`src/common/fcs_pkg.sv`:
```
// Purpose: shared constants, types and carriers for the flash command host
// Assumes: 100 MHz system clock, byte-wide parallel flash with unlock commands
// Notes:   every timing count is derived from the printed time and the clock
package fcs_pkg;

  // clock and printed times
  localparam int CLK_NS  = 10;   // clock period
  localparam int TWP_NS  = 100;  // least write strobe low time
  localparam int TWPH_NS = 100;  // least write strobe high time
  localparam int TACC_NS = 120;  // slowest read access time
  localparam int TRST_NS = 500;  // least reset pin low time
  localparam int TID_US  = 10;   // pause after id entry
  localparam int TBP_US  = 50;   // longest byte program time
  localparam int TEC_MS  = 200;  // longest erase time

  // derived cycle counts: least times and the access time round up, program and erase times round down
  localparam int TWP_CYC  = (TWP_NS + CLK_NS - 1) / CLK_NS;
  localparam int TWPH_CYC = (TWPH_NS + CLK_NS - 1) / CLK_NS;
  localparam int TACC_CYC = (TACC_NS + CLK_NS - 1) / CLK_NS;
  localparam int TRST_CYC = (TRST_NS + CLK_NS - 1) / CLK_NS;
  localparam int TID_CYC  = (TID_US * 1000 + CLK_NS - 1) / CLK_NS;
  localparam int TBP_CYC  = (TBP_US * 1000) / CLK_NS;
  localparam int TEC_CYC  = (TEC_MS * 1000000) / CLK_NS;

  // command addresses and codes
  localparam logic [14:0] UNLOCK_A  = 15'h5555;
  localparam logic [14:0] UNLOCK_B  = 15'h2AAA;
  localparam logic [7:0]  DATA_AA   = 8'hAA;
  localparam logic [7:0]  DATA_55   = 8'h55;
  localparam logic [7:0]  CODE_PROG = 8'hA0;
  localparam logic [7:0]  CODE_ERS  = 8'h80;
  localparam logic [7:0]  CODE_CHIP = 8'h10;
  localparam logic [7:0]  CODE_SECT = 8'h30;
  localparam logic [7:0]  CODE_LOCK = 8'h40;
  localparam logic [7:0]  CODE_IDIN = 8'h90;
  localparam logic [7:0]  CODE_EXIT = 8'hF0;

  // identification addresses
  localparam logic [17:0] ID_MAKER_ADDR = 18'h00000;
  localparam logic [17:0] ID_PART_ADDR  = 18'h00001;
  localparam logic [17:0] ID_LOCK_ADDR  = 18'h00002;

  // erase block bases (each block runs up to the next base)
  localparam logic [17:0] BOOT_BASE  = 18'h3C000;
  localparam logic [17:0] PB1_BASE   = 18'h3A000;
  localparam logic [17:0] PB2_BASE   = 18'h38000;
  localparam logic [17:0] MAIN1_BASE = 18'h20000;

  // status bit positions on the data lines
  localparam int LOCK_BIT   = 0;
  localparam int TOGGLE_BIT = 6;
  localparam int POLL_BIT   = 7;

  // host commands
  typedef enum logic [2:0] {
    FCS_READ, FCS_PROGRAM, FCS_CHIP_ERASE, FCS_SECTOR_ERASE,
    FCS_LOCKOUT, FCS_ID_ENTRY, FCS_ID_EXIT3, FCS_ID_EXIT1
  } fcs_cmd_t;

  // block hit by the last erase
  typedef enum logic [2:0] {
    BLK_NONE, BLK_CHIP, BLK_BOOT, BLK_PARAM1, BLK_PARAM2, BLK_MAIN1, BLK_MAIN2
  } fcs_block_t;

  // one request from the user side
  typedef struct packed {
    fcs_cmd_t    cmd;
    logic [17:0] addr;
    logic [7:0]  data;
  } fcs_req_t;

  // flash pin outputs, every control line active-low
  typedef struct packed {
    logic        reset_n;
    logic        ce_n;
    logic        oe_n;
    logic        we_n;
    logic [17:0] addr;
    logic [7:0]  dout;
    logic        dout_en_n;
  } fcs_pins_t;

endpackage

```
`src/design/fcs_bus_cycle.sv`:
```
// Purpose: one write or read cycle on the flash pins, plus power-on reset pulse
// Assumes: ce_i freezes everything; data_lines_i is asynchronous to clk_i
// Notes:   all pin outputs are flip-flops; data stays driven past the strobe
`timescale 1ns/1ns
module fcs_bus_cycle
  import fcs_pkg::*;
(
  input  wire logic        clk_i,         // system clock
  input  wire logic        rst_i,         // async reset, active high
  input  wire logic        ce_i,          // clock enable
  input  wire logic        start_i,       // start one cycle, pulse
  input  wire logic        wr_i,          // 1 write, 0 read
  input  wire logic [17:0] addr_i,        // cycle address
  input  wire logic [7:0]  wdata_i,       // write data
  input  wire logic [7:0]  data_lines_i,  // data lines from the flash
  output logic             idle_o,        // ready for start_i
  output logic             done_o,        // cycle finished, pulse
  output logic [7:0]       rdata_o,       // captured read data
  output fcs_pins_t        pins_o         // flash pins
);

  typedef enum logic [2:0] {B_RST, B_IDLE, B_SETUP, B_STROBE, B_RECOV} fcs_bus_st_t;

  fcs_bus_st_t st_ff;          // cycle phase
  logic        wr_ff;          // current cycle is a write
  logic [7:0]  cnt_ff;         // phase counter
  logic [7:0]  sync1_ff;       // first sync stage, read only by sync2
  logic [7:0]  sync2_ff;       // second sync stage
  logic [7:0]  strobe_end;     // last strobe cycle
  logic [7:0]  we_low_cnt_ff;  // helper for the strobe width check

  // reads wait two extra cycles for the synchroniser
  assign strobe_end = wr_ff ? 8'(TWP_CYC - 1) : 8'(TACC_CYC + 1);

  // sequence and pins: one process so pins change only at phase edges
  always_ff @(posedge clk_i or posedge rst_i)
  begin
    if (rst_i)
    begin
      st_ff  <= B_RST;
      wr_ff  <= 1'b0;
      cnt_ff <= 8'h00;
      idle_o <= 1'b0;
      done_o <= 1'b0;
      pins_o <= '{reset_n: 1'b0, ce_n: 1'b1, oe_n: 1'b1, we_n: 1'b1,
                  addr: 18'h00000, dout: 8'h00, dout_en_n: 1'b1};
    end
    else if (ce_i)
    begin
      done_o <= 1'b0;
      case (st_ff)
        B_RST:
        begin
          // flash reset pin held low long enough to abort anything running
          if (cnt_ff == 8'(TRST_CYC - 1))
          begin
            pins_o.reset_n <= 1'b1;
            st_ff          <= B_IDLE;
            idle_o         <= 1'b1;
            cnt_ff         <= 8'h00;
          end
          else
            cnt_ff <= cnt_ff + 8'h01;
        end
        B_IDLE:
        begin
          if (start_i)
          begin
            // address and data set up before any strobe falls
            wr_ff            <= wr_i;
            idle_o           <= 1'b0;
            pins_o.addr      <= addr_i;
            pins_o.dout      <= wdata_i;
            pins_o.dout_en_n <= ~wr_i;
            pins_o.ce_n      <= 1'b0;
            st_ff            <= B_SETUP;
          end
        end
        B_SETUP:
        begin
          // write enable never meets output enable
          pins_o.we_n <= ~wr_ff;
          pins_o.oe_n <= wr_ff;
          cnt_ff      <= 8'h00;
          st_ff       <= B_STROBE;
        end
        B_STROBE:
        begin
          if (cnt_ff == strobe_end)
          begin
            pins_o.we_n <= 1'b1;
            pins_o.oe_n <= 1'b1;
            cnt_ff      <= 8'h00;
            st_ff       <= B_RECOV;
          end
          else
            cnt_ff <= cnt_ff + 8'h01;
        end
        B_RECOV:
        begin
          // recovery doubles as data and address hold after the strobe
          if (cnt_ff == 8'(TWPH_CYC - 1))
          begin
            pins_o.ce_n      <= 1'b1;
            pins_o.dout_en_n <= 1'b1;
            done_o           <= 1'b1;
            idle_o           <= 1'b1;
            st_ff            <= B_IDLE;
          end
          else
            cnt_ff <= cnt_ff + 8'h01;
        end
        default:
          st_ff <= B_RST;
      endcase
    end
  end

  // two-stage synchroniser on the data lines
  always_ff @(posedge clk_i or posedge rst_i)
  begin
    if (rst_i)
    begin
      sync1_ff <= 8'h00;
      sync2_ff <= 8'h00;
    end
    else if (ce_i)
    begin
      sync1_ff <= data_lines_i;
      sync2_ff <= sync1_ff;
    end
  end

  // capture read data on the last strobe cycle
  always_ff @(posedge clk_i or posedge rst_i)
  begin
    if (rst_i)
      rdata_o <= 8'h00;
    else if (ce_i && st_ff == B_STROBE && !wr_ff && cnt_ff == strobe_end)
      rdata_o <= sync2_ff;
  end

  // helper: enabled cycles with write enable low
  always_ff @(posedge clk_i or posedge rst_i)
  begin
    if (rst_i)
      we_low_cnt_ff <= 8'h00;
    else if (ce_i)
      we_low_cnt_ff <= pins_o.we_n ? 8'h00 : we_low_cnt_ff + 8'h01;
  end

  we_width_a: assert property (@(posedge clk_i) disable iff (rst_i)
    $rose(pins_o.we_n) |-> we_low_cnt_ff >= 8'(TWP_CYC))
    else $error("write strobe shorter than least width");
  no_dual_strobe_a: assert property (@(posedge clk_i) disable iff (rst_i)
    !(!pins_o.we_n && !pins_o.oe_n))
    else $error("write and output enable low together");
  drive_on_write_a: assert property (@(posedge clk_i) disable iff (rst_i)
    !pins_o.we_n |-> (!pins_o.dout_en_n && !pins_o.ce_n))
    else $error("write strobe without driven data or chip enable");
  release_after_a: assert property (@(posedge clk_i) disable iff (rst_i)
    $rose(pins_o.ce_n) |-> (pins_o.dout_en_n && pins_o.we_n && pins_o.oe_n))
    else $error("chip deselected while still driving or strobing");

endmodule

```
`src/design/fcs_host.sv`:
```
// Purpose: host sequencer issuing unlock command sequences to a parallel flash
// Assumes: one request at a time; flash pins are driven by fcs_bus_cycle
// Notes:   completion of program and erase is found by status polling
`timescale 1ns/1ns
module fcs_host
  import fcs_pkg::*;
#(
  parameter int TBP_CYCLES = TBP_CYC,  // program time limit in cycles
  parameter int TEC_CYCLES = TEC_CYC   // erase time limit in cycles
)(
  input  wire logic        clk_i,         // system clock
  input  wire logic        rst_i,         // async reset, active high
  input  wire logic        ce_i,          // clock enable
  input  wire logic        req_valid_i,   // request offered
  input  fcs_req_t         req_i,         // request body
  input  wire logic [7:0]  data_lines_i,  // data lines from the flash
  output logic             req_ready_o,   // request accepted when high
  output logic             resp_valid_o,  // request finished, pulse
  output logic [7:0]       resp_data_o,   // read data
  output logic             resp_fail_o,   // timeout or status mismatch
  output logic             lockout_o,     // last seen boot lockout status
  output logic             id_mode_o,     // flash is in identification mode
  output fcs_block_t       erase_block_o, // block hit by the last erase
  output fcs_pins_t        pins_o         // flash pins
);

  if (TBP_CYCLES < 1 || TEC_CYCLES < 1 || TBP_CYCLES > TEC_CYCLES)
  begin : g_bad_limits
    $error("fcs_host: time limits must be positive and program below erase");
  end

  typedef enum logic [2:0] {
    ST_IDLE, ST_ISSUE, ST_WAIT, ST_PAUSE, ST_POLL, ST_PWAIT, ST_REPLY
  } fcs_st_t;

  fcs_st_t     st_ff;        // sequencer state
  fcs_req_t    req_ff;       // request in progress
  logic [2:0]  step_ff;      // index of the next write
  logic [17:0] last_addr_ff; // address of the last write, polled
  logic [31:0] cnt_ff;       // pause or timeout counter
  logic        have_prev_ff; // one poll read already taken
  logic        prev6_ff;     // toggle bit of the previous poll
  logic        bus_start_ff; // start pulse to the bus unit
  logic        bus_wr_ff;    // bus cycle direction
  logic [17:0] bus_addr_ff;  // bus cycle address
  logic [7:0]  bus_wdata_ff; // bus cycle data
  logic        bus_idle;     // bus unit ready
  logic        bus_done;     // bus cycle finished
  logic [7:0]  bus_rdata;    // bus read data
  logic [25:0] word;         // address and data of the current step
  logic [2:0]  n_writes;     // writes in the current command
  logic [31:0] tmo_limit;    // polling limit for the current command
  logic        exp7;         // expected true bit 7 after completion
  logic [31:0] gap_cnt_ff;   // helper: cycles since the last write ended

  // number of writes per command
  always_comb
  begin
    case (req_ff.cmd)
      FCS_PROGRAM:                              n_writes = 3'd4;
      FCS_CHIP_ERASE, FCS_SECTOR_ERASE, FCS_LOCKOUT: n_writes = 3'd6;
      FCS_ID_ENTRY, FCS_ID_EXIT3:               n_writes = 3'd3;
      FCS_ID_EXIT1:                             n_writes = 3'd1;
      default:                                  n_writes = 3'd0;
    endcase
  end

  // address and data of step step_ff; unlock addresses drive upper bits low
  always_comb
  begin
    case (step_ff)
      3'd0:    word = {3'h0, UNLOCK_A, DATA_AA};
      3'd1:    word = {3'h0, UNLOCK_B, DATA_55};
      3'd2:    word = {3'h0, UNLOCK_A, CODE_ERS};
      3'd3:    word = {3'h0, UNLOCK_A, DATA_AA};
      3'd4:    word = {3'h0, UNLOCK_B, DATA_55};
      default: word = {3'h0, UNLOCK_A, CODE_CHIP};
    endcase
    if (step_ff == 3'd2)
    begin
      case (req_ff.cmd)
        FCS_PROGRAM:  word[7:0] = CODE_PROG;
        FCS_ID_ENTRY: word[7:0] = CODE_IDIN;
        FCS_ID_EXIT3: word[7:0] = CODE_EXIT;
        default:      word[7:0] = CODE_ERS;
      endcase
    end
    if (req_ff.cmd == FCS_PROGRAM && step_ff == 3'd3)
      word = {req_ff.addr, req_ff.data};
    if (req_ff.cmd == FCS_SECTOR_ERASE && step_ff == 3'd5)
      word = {req_ff.addr, CODE_SECT};
    if (req_ff.cmd == FCS_LOCKOUT && step_ff == 3'd5)
      word[7:0] = CODE_LOCK;
    if (req_ff.cmd == FCS_ID_EXIT1)
      word = {req_ff.addr, CODE_EXIT};
  end

  // erases report done through the erase limit, programs through their own
  assign tmo_limit = (req_ff.cmd == FCS_PROGRAM) ? 32'(TBP_CYCLES) : 32'(TEC_CYCLES);
  assign exp7      = (req_ff.cmd == FCS_PROGRAM) ? req_ff.data[POLL_BIT] : 1'b1;

  // main sequencer
  always_ff @(posedge clk_i or posedge rst_i)
  begin
    if (rst_i)
    begin
      st_ff        <= ST_IDLE;
      req_ff       <= '{cmd: FCS_READ, addr: 18'h00000, data: 8'h00};
      step_ff      <= 3'd0;
      last_addr_ff <= 18'h00000;
      cnt_ff       <= 32'h0000_0000;
      have_prev_ff <= 1'b0;
      prev6_ff     <= 1'b0;
      bus_start_ff <= 1'b0;
      bus_wr_ff    <= 1'b0;
      bus_addr_ff  <= 18'h00000;
      bus_wdata_ff <= 8'h00;
      req_ready_o  <= 1'b0;
      resp_valid_o <= 1'b0;
      resp_data_o  <= 8'h00;
      resp_fail_o  <= 1'b0;
    end
    else if (ce_i)
    begin
      bus_start_ff <= 1'b0;
      resp_valid_o <= 1'b0;
      case (st_ff)
        ST_IDLE:
        begin
          // ready only once the bus unit has finished its reset pulse
          req_ready_o <= bus_idle;
          if (req_valid_i && req_ready_o)
          begin
            req_ff      <= req_i;
            req_ready_o <= 1'b0;
            step_ff     <= 3'd0;
            resp_fail_o <= 1'b0;
            st_ff       <= ST_ISSUE;
          end
        end
        ST_ISSUE:
        begin
          bus_start_ff <= 1'b1;
          bus_wr_ff    <= (req_ff.cmd != FCS_READ);
          bus_addr_ff  <= (req_ff.cmd == FCS_READ) ? req_ff.addr : word[25:8];
          bus_wdata_ff <= word[7:0];
          last_addr_ff <= word[25:8];
          st_ff        <= ST_WAIT;
        end
        ST_WAIT:
        begin
          if (bus_done)
          begin
            if (req_ff.cmd == FCS_READ)
            begin
              resp_data_o <= bus_rdata;
              st_ff       <= ST_REPLY;
            end
            else if (step_ff + 3'd1 < n_writes)
            begin
              step_ff <= step_ff + 3'd1;
              st_ff   <= ST_ISSUE;
            end
            else
            begin
              cnt_ff       <= 32'h0000_0000;
              have_prev_ff <= 1'b0;
              case (req_ff.cmd)
                FCS_PROGRAM, FCS_CHIP_ERASE, FCS_SECTOR_ERASE: st_ff <= ST_POLL;
                FCS_LOCKOUT:  st_ff <= ST_PAUSE;
                FCS_ID_ENTRY: st_ff <= ST_PAUSE;
                default:      st_ff <= ST_REPLY;
              endcase
            end
          end
        end
        ST_PAUSE:
        begin
          // lockout waits a program time, id entry its settling pause
          if (cnt_ff == ((req_ff.cmd == FCS_LOCKOUT) ? 32'(TBP_CYCLES - 1)
                                                      : 32'(TID_CYC - 1)))
            st_ff <= ST_REPLY;
          else
            cnt_ff <= cnt_ff + 32'h1;
        end
        ST_POLL:
        begin
          // status read at the last written address
          bus_start_ff <= 1'b1;
          bus_wr_ff    <= 1'b0;
          bus_addr_ff  <= last_addr_ff;
          cnt_ff       <= cnt_ff + 32'h1;
          st_ff        <= ST_PWAIT;
        end
        ST_PWAIT:
        begin
          cnt_ff <= cnt_ff + 32'h1;
          if (bus_done)
          begin
            if (have_prev_ff && bus_rdata[TOGGLE_BIT] == prev6_ff)
            begin
              // toggling stopped; a true bit 7 mismatch means nothing was
              // written, as with a locked boot sector erase
              resp_data_o <= bus_rdata;
              resp_fail_o <= (bus_rdata[POLL_BIT] != exp7);
              st_ff       <= ST_REPLY;
            end
            else if (cnt_ff >= tmo_limit)
            begin
              resp_data_o <= bus_rdata;
              resp_fail_o <= 1'b1;
              st_ff       <= ST_REPLY;
            end
            else
            begin
              prev6_ff     <= bus_rdata[TOGGLE_BIT];
              have_prev_ff <= 1'b1;
              st_ff        <= ST_POLL;
            end
          end
        end
        ST_REPLY:
        begin
          resp_valid_o <= 1'b1;
          st_ff        <= ST_IDLE;
        end
        default:
          st_ff <= ST_IDLE;
      endcase
    end
  end

  // identification mode and lockout status tracking; reset means power-up
  always_ff @(posedge clk_i or posedge rst_i)
  begin
    if (rst_i)
    begin
      id_mode_o <= 1'b0;
      lockout_o <= 1'b0;
    end
    else if (ce_i && st_ff == ST_REPLY)
    begin
      if (req_ff.cmd == FCS_ID_ENTRY)
        id_mode_o <= 1'b1;
      else if (req_ff.cmd == FCS_ID_EXIT3 || req_ff.cmd == FCS_ID_EXIT1)
        id_mode_o <= 1'b0;
      else if (req_ff.cmd == FCS_LOCKOUT)
        lockout_o <= 1'b1;
      else if (req_ff.cmd == FCS_READ && id_mode_o && req_ff.addr == ID_LOCK_ADDR)
        lockout_o <= resp_data_o[LOCK_BIT];
    end
  end

  // block decode of the erase just launched
  always_ff @(posedge clk_i or posedge rst_i)
  begin
    if (rst_i)
      erase_block_o <= BLK_NONE;
    else if (ce_i && st_ff == ST_REPLY)
    begin
      if (req_ff.cmd == FCS_CHIP_ERASE)
        erase_block_o <= BLK_CHIP;
      else if (req_ff.cmd == FCS_SECTOR_ERASE)
      begin
        if (req_ff.addr >= BOOT_BASE)
          erase_block_o <= resp_fail_o ? BLK_NONE : BLK_BOOT;
        else if (req_ff.addr >= PB1_BASE)
          erase_block_o <= BLK_PARAM1;
        else if (req_ff.addr >= PB2_BASE)
          erase_block_o <= BLK_PARAM2;
        else if (req_ff.addr >= MAIN1_BASE)
          erase_block_o <= BLK_MAIN1;
        else
          erase_block_o <= BLK_MAIN2;
      end
    end
  end

  fcs_bus_cycle fcs_bus_cycle_inst (
    .clk_i        (clk_i),
    .rst_i        (rst_i),
    .ce_i         (ce_i),
    .start_i      (bus_start_ff),
    .wr_i         (bus_wr_ff),
    .addr_i       (bus_addr_ff),
    .wdata_i      (bus_wdata_ff),
    .data_lines_i (data_lines_i),
    .idle_o       (bus_idle),
    .done_o       (bus_done),
    .rdata_o      (bus_rdata),
    .pins_o       (pins_o)
  );

  // helper: enabled cycles since the last write cycle completed
  always_ff @(posedge clk_i or posedge rst_i)
  begin
    if (rst_i)
      gap_cnt_ff <= 32'h0000_0000;
    else if (ce_i)
      gap_cnt_ff <= (bus_done && bus_wr_ff) ? 32'h0000_0000 : gap_cnt_ff + 32'h1;
  end

  unlock_first_a: assert property (@(posedge clk_i) disable iff (rst_i)
    (bus_start_ff && bus_wr_ff && step_ff == 3'd0 && req_ff.cmd != FCS_ID_EXIT1)
    |-> (bus_addr_ff[14:0] == UNLOCK_A && bus_wdata_ff == DATA_AA))
    else $error("first unlock write wrong");
  chip_final_a: assert property (@(posedge clk_i) disable iff (rst_i)
    (bus_start_ff && bus_wr_ff && step_ff == 3'd5 && req_ff.cmd == FCS_CHIP_ERASE)
    |-> (bus_addr_ff[14:0] == UNLOCK_A && bus_wdata_ff == CODE_CHIP))
    else $error("chip erase final write wrong");
  sector_final_a: assert property (@(posedge clk_i) disable iff (rst_i)
    (bus_start_ff && bus_wr_ff && step_ff == 3'd5 && req_ff.cmd == FCS_SECTOR_ERASE)
    |-> (bus_addr_ff == req_ff.addr && bus_wdata_ff == CODE_SECT))
    else $error("sector erase final write wrong");
  lock_wait_a: assert property (@(posedge clk_i) disable iff (rst_i)
    (resp_valid_o && req_ff.cmd == FCS_LOCKOUT) |-> gap_cnt_ff >= 32'(TBP_CYCLES))
    else $error("lockout answered before program time");
  id_pause_a: assert property (@(posedge clk_i) disable iff (rst_i)
    (resp_valid_o && req_ff.cmd == FCS_ID_ENTRY) |-> gap_cnt_ff >= 32'(TID_CYC))
    else $error("id entry answered before pause");
  exit_any_a: assert property (@(posedge clk_i) disable iff (rst_i)
    (bus_start_ff && req_ff.cmd == FCS_ID_EXIT1)
    |-> (bus_addr_ff == req_ff.addr && bus_wdata_ff == CODE_EXIT))
    else $error("single exit write wrong");

endmodule

```
`config.mk`:
```
export PLATFORM = sky130hd
export DESIGN_NAME = fcs_host
export DESIGN_NICKNAME = d
export VERILOG_FILES = /design/src/common/fcs_pkg.sv /design/src/design/fcs_bus_cycle.sv /design/src/design/fcs_host.sv
export SDC_FILE = /design/constraint.sdc
export NUM_CORES = 1
export LEC_CHECK = 0
export ABC_AREA = 0
export BUFFER_PORTS_ARGS = -buffer_cell sky130_fd_sc_hd__buf_4
export CAP_MARGIN = 20
export CORE_MARGIN = 2
export CORE_UTILIZATION = 45
export CTS_BUF_LIST = sky130_fd_sc_hd__clkbuf_2
export CTS_CLUSTER_SIZE = 28
export DETAILED_ROUTE_END_ITERATION = 8
export HOLD_SLACK_MARGIN = 0.15
export RECOVER_POWER = 25
export SKIP_CTS_REPAIR_TIMING = 1
export SLEW_MARGIN = 15
export SYNTH_ARGS = -nofsm -noshare
export SYNTH_HDL_FRONTEND = slang
export SYNTH_SLANG_ARGS = --single-unit
```
`constraint.sdc`:
```
create_clock -name clk_i -period 8.4 [get_ports clk_i]
set_clock_uncertainty 0.1 [all_clocks]
set_input_delay 1.26 -clock clk_i [delete_from_list [all_inputs] [get_ports clk_i]]
set_output_delay 1.26 -clock clk_i [all_outputs]
set_load 0.02 [all_outputs]
```
Yosys cells after proc, flatten, opt, wreduce, memory -nomap -nowiden
Index checks and enable logic that the tools add are counted.
Widths: inputs -> output; s select.
{ "classes": {"add_sub_neg": 3, "mul": 0, "n_div": 0, "order_cmp": 6, "n_eq_ne": 46, "shifts": 0, "muxes": 87, "bitwise_logic": 6, "n_reduce_logical": 59} }
{ "ops": {"columns": ["operator", "count"], "rows": [
  ["$mux 32", 4],
  ["$pmux 32 s3", 1],
  ["$mux 8", 10],
  ["$mux 26", 3],
  ["$ge 18x18->1 const B", 4],
  ["$pmux 23 s3", 1],
  ["$mux 3", 19],
  ["$pmux 18 s2", 1],
  ["$add 32x1->32 const B", 1],
  ["$eq 32x13->1", 1],
  ["$ge 32x25->1", 1],
  ["$pmux 8 s4", 1],
  ["$eq 3x3->1 const B", 10],
  ["$mux 25", 1],
  ["$reduce_and 5->1", 5],
  ["$eq 3x2->1 const B", 8],
  ["$mux 1", 24],
  ["$ne 2x2->1 const B", 11],
  ["$pmux 7 s3", 1],
  ["$eq 18x2->1 const B", 1],
  ["$mux 18", 1],
  ["$pmux 3 s6", 1],
  ["$reduce_and 6->1", 3],
  ["$reduce_bool 2->1", 9],
  ["other kinds (33)", 85]
]} }
{ "word_totals": {"regBits": 200, "latchBits": 0, "mem_bits_rw": 0, "romBits": 0, "output_inout_bits": 47, "word_cells": 242, "mem_count": 0} }

Logic depth before layout (Yosys ltp)
{ "depth": {"depth_word": 10, "mapped_depth": 13, "mapped_depth_nobuf": 10} }

Cells and area by module
A second synthesis with hierarchy kept.
{ "unflattened": {"hier_cells": 986, "area_unflattened_um2": 9953.3} }
{ "by_module_without_submodules": {"columns": ["mod", "instances", "cells_per_inst", "area_per_inst_um2"], "rows": [
  ["fcs_host", 1, 758, 6981.7],
  ["fcs_bus_cycle", 1, 228, 2971.6]
]} }

Least setup slack after synthesis
Ideal clock, no wire load.
{ "synth_path": {"path_kind": "input-to-reg", "from": "input ce_i", "to": "register fcs_bus_cycle_inst.pins_o[10] (netlist name)", "setup_ps": 125, "t_arrival_ps": 3155, "required_time_ps": 8175, "path_slack_ps": 5021, "stages": 7, "path_buffers": 4, "path_cell_list": "clkbuf_1 inv_1 clkbuf_1 nor4_1 clkbuf_1 buf_1 mux2_2"} }
{ "synth_via": {"elab_chain_len": 1} }
{ "synth_rtl": {"columns": ["element", "line_no", "text"], "rows": [
  ["start: declaration", "fcs_host.sv:13", "input wire logic ce_i,"],
  ["$reduce_and 3->1 (no source line)", null, null]
]} }
No other way between the ends.
A chain may end at the register's enable or synchronous reset.

Worst setup path in the final report
{ "layout_path": {"from": "input ce_i", "to": "register fcs_bus_cycle_inst.rdata_o[4]"} }
{ "layout_via": {"elab_chain_len": 3} }
{ "layout_rtl": {"columns": ["element", "line_no", "text"], "rows": [
  ["$logic_and 1x1->1 (3 in a row)", "fcs_bus_cycle.sv:139", "else if (ce_i && st_ff == B_STROBE && !wr_ff && cnt_ff == strobe_end)"],
  ["end signal: assignment", "fcs_bus_cycle.sv:140", "rdata_o <= sync2_ff;"],
  ["end: declaration", "fcs_bus_cycle.sv:18", "output logic [7:0] rdata_o,"]
]} }
No other way between the ends.

==> results_dict.tcl <==
set metrics [dict create \
    post_dp_cell_area_um2 10800 \
    period_share 0.450 \
    antenna_found_initial 1 \
    tightest_slew_ns 1.46 \
    fin_hold_ws_ns 0.411 \
    crit_type "in2reg" \
    tritoncts "built" \
    clkTransAtPathRegs_ns 0.34 \
    grt-ovfl-total 0 \
    fin_nets 1089 \
    wire_per_inst_um 17.5 \
    dieArea_um2 23200 \
    finalSetupTns_ns 0 \
    grt_start_max_net_pins 141 \
    gr-usage-met2 0.297 \
    gp_congestion 0.787 \
    clk_latency_ns 0.83 \
    first_global_vias 7247 \
    grt_usage 0.203 \
    worstPathCellList "clkbuf_1 > inv_1 > nor2_1 > nand2_1 > nor3_1 > nand4_1 > mux2_2" \
    ant_nets 0 \
    port_buffers 87 \
    min_path_type "reg2reg" \
    power_density_nw_per_um2 226 \
    fin_ws_ns 4.62 \
    cp-end-kind "register" \
    syn2layout_area_growth_pct 11.5 \
    die_w_um 152 \
    cts_root_buf "clkbuf_2" \
    busiest_layer "met1" \
    synthArstFlopShare 1.00 \
    regArea_um2 5010 \
    coreArea_um2 21800 \
    max_slew_margin 0.0266 \
    critPathLaunchType "primary input" \
    hold_viol 0 \
    firstDrtPassIters 5 \
    synth_edf_count 0 \
    seq_area_frac_synth 0.505 \
    stdcell_count 1327 \
    ys_seq_elements 200 \
    yosysUniqueCellTypes 75 \
    pin_count 88 \
    place_inst 1294 \
    drive_gt1_frac 0.228 \
    syn_nets 1032 \
    multi_input_area_um2 4550 \
    vias_per_cell 5.74 \
    maxCapViolations 0 \
    drt-initial-drc-count 537 \
    syn_avg_cell_area_um2 10.2 \
    cp_slowest_cell "clkbuf_1" \
    pre_cts_ws_ns 4.73 \
    ys.flop_type "dfrtp_1" \
    row_count 54 \
    slew_viol_final 0 \
    clock_sinks 200 \
    fillCellCount 2041 \
    start_util 0.456 \
    drc_errors 0 \
    fmax_ghz 0.265 \
    finalSetupViolCount 0 \
    yosys_warnings 0 \
    syn_inst 976 \
    peakVddDrop_uv 106 \
    ctsLongestPathBuffers 2 \
    finalWirelength_um 23300 \
    slowest_delay_ns 1.03 \
    synth_area_um2 9920 \
    stdcell_area_um2 11100 \
    rsz0062_at_grt "false" \
    arrival_ns 4.41 \
    hpwlAfterDp_um 15900 \
    grt_use_met3 0.0384 \
    outcome "completed" \
    die_h_um 152 \
    grt_use_met1 0.309 \
    grt_pass1_wl_um 38700 \
    leakagePower_uw 0.00522 \
    post-route-min-period_ns 3.78 \
    worstPathRequired_ns 9.04 \
    cts_buffers 17 \
    critPathMaxFanout 27 \
    num_vias 7614 \
    cts_max_level 4 \
]
-- state kept, by name, summed over array words and instances, names as in the netlist, 3 cells and up --
signal,cells
fcs_bus_cycle_inst.cnt_ff,8
bus_addr_ff,18
cnt_ff,32
fcs_bus_cycle_inst.st_ff,3
last_addr_ff,18
req_ff,29
st_ff,3
bus_wdata_ff,8
fcs_bus_cycle_inst.pins_o,31
erase_block_o,3
fcs_bus_cycle_inst.sync1_ff,8
fcs_bus_cycle_inst.sync2_ff,8
resp_data_o,8
step_ff,3
fcs_bus_cycle_inst.rdata_o,8
-- kinds of logic after synthesis --
family                     count (synthesis)  synth area share
xor gates and xnor gates                   4           0.00353
AOI/OAI and AO/OA                        249             0.165
buffers and inverters                     89            0.0376
and+or+nand+nor                          322             0.161
muxes                                     96             0.108
adders and majority gates                 16            0.0199
DFF                                      200             0.505
-- Yosys cell counts, drive strengths merged (6+ instances only) --
| cell type | instances | area, um2 |
|---|---|---|
| a211o | 11 | 97.6 |
| a21o | 7 | 52.6 |
| a21oi | 38 | 190 |
| a31oi | 12 | 75.1 |
| and3 | 20 | 125 |
| buf | 15 | 95.1 |
| clkbuf | 45 | 169 |
| dfrtp | 196 | 4900 |
| ha | 15 | 188 |
| inv | 29 | 109 |
| mux2 | 89 | 1000 |
| mux2i | 7 | 70.1 |
| nand2 | 108 | 405 |
| nand2b | 7 | 43.8 |
| nand3 | 31 | 155 |
| nand4 | 15 | 93.8 |
| nor2 | 63 | 236 |
| nor3 | 17 | 85.1 |
| nor4 | 11 | 75.1 |
| o21a | 6 | 45.0 |
| o21ai | 90 | 450 |
| o22a | 6 | 52.6 |
| o2bb2ai | 7 | 61.3 |
| o31ai | 31 | 233 |
| or3 | 13 | 81.3 |
| or4 | 6 | 45.0 |
-- critical path, delay by kind of cell --
family,cells,cell delay [ns]
AND/OR/NAND/NOR,4,1.12
buffers and inverters,2,1.53
multiplexers,1,0.49
-- area by class of cell --
type,instances,share of cell area
timing repair buffer,98,0.0659
sequential,200,0.453
clock inverter,15,0.0195
tap,280,0.0317
multi-input combinational,687,0.412
antenna,1,0.000226
inverter,29,0.0105
clock buffer,17,0.00769
-- through the flow --
stage	power (uW)	utilization
after global routing	2670	0.508
after floorplan	1760	-
after detailed placement	1970	0.495
final	2500	0.508
after CTS	2520	0.509
after global placement	1960	0.495
-- path summary, 6_finish.rpt --
kind | start | to | slack (ns) | depth (start not counted)
worst max-delay path | ce_i | fcs_bus_cycle_inst.rdata_o[4] | 4.62 | 7
worst min-delay path | fcs_bus_cycle_inst.sync1_ff[2] | fcs_bus_cycle_inst.sync2_ff[2] | 0.41 | 1
worst max register to register | req_ff[26] | resp_data_o[2] | 4.77 | 9
worst min register to register | fcs_bus_cycle_inst.sync1_ff[2] | fcs_bus_cycle_inst.sync2_ff[2] | 0.41 | 1
max in group asynchronous | rst_i | bus_addr_ff[14] | 6.27 | 3
min in group asynchronous | rst_i | fcs_bus_cycle_inst.cnt_ff[1] | 0.47 | 2
-- layer usage --
layer	vias up	share of wire	routed length (um)
li1	3678	-	-
met1	3708	0.51	11800
met2	201	0.43	10000
met3	27	0.052	1200
met4	0	0.013	301
met5	-	0	0
-- where the power goes --
part / leakage [uW] / internal (uW) / switching (uW)
logic: 0.00239 / 281 / 411
clock network: 0.000171 / 142 / 403
registers: 0.00265 / 1110 / 156
total: 0.00522 / 1530 / 970
-- cell usage in the layout, fill, tap and decap left out, drive strengths merged, types with 4 or more instances in the layout --
cell and count:
dfrtp 196, nand2 108, buf 96, o21ai 90, mux2 89, nor2 63
a21oi 38, inv 37, nand3 31, o31ai 31, and3 20, clkbuf 19
nor3 17, nand4 15, ha 15, or3 13, a31oi 12, a211o 11
nor4 11, nand2b 7, a21o 7, mux2i 7, o2bb2ai 7, or4 6
o22a 6, o21a 6, clkinv 6, nand3b 4, o22ai 4, o41ai 4
nor4b 4, or2 4, o211ai 4, dfstp 4
Note: power is estimated with default switching activity, not from simulation.
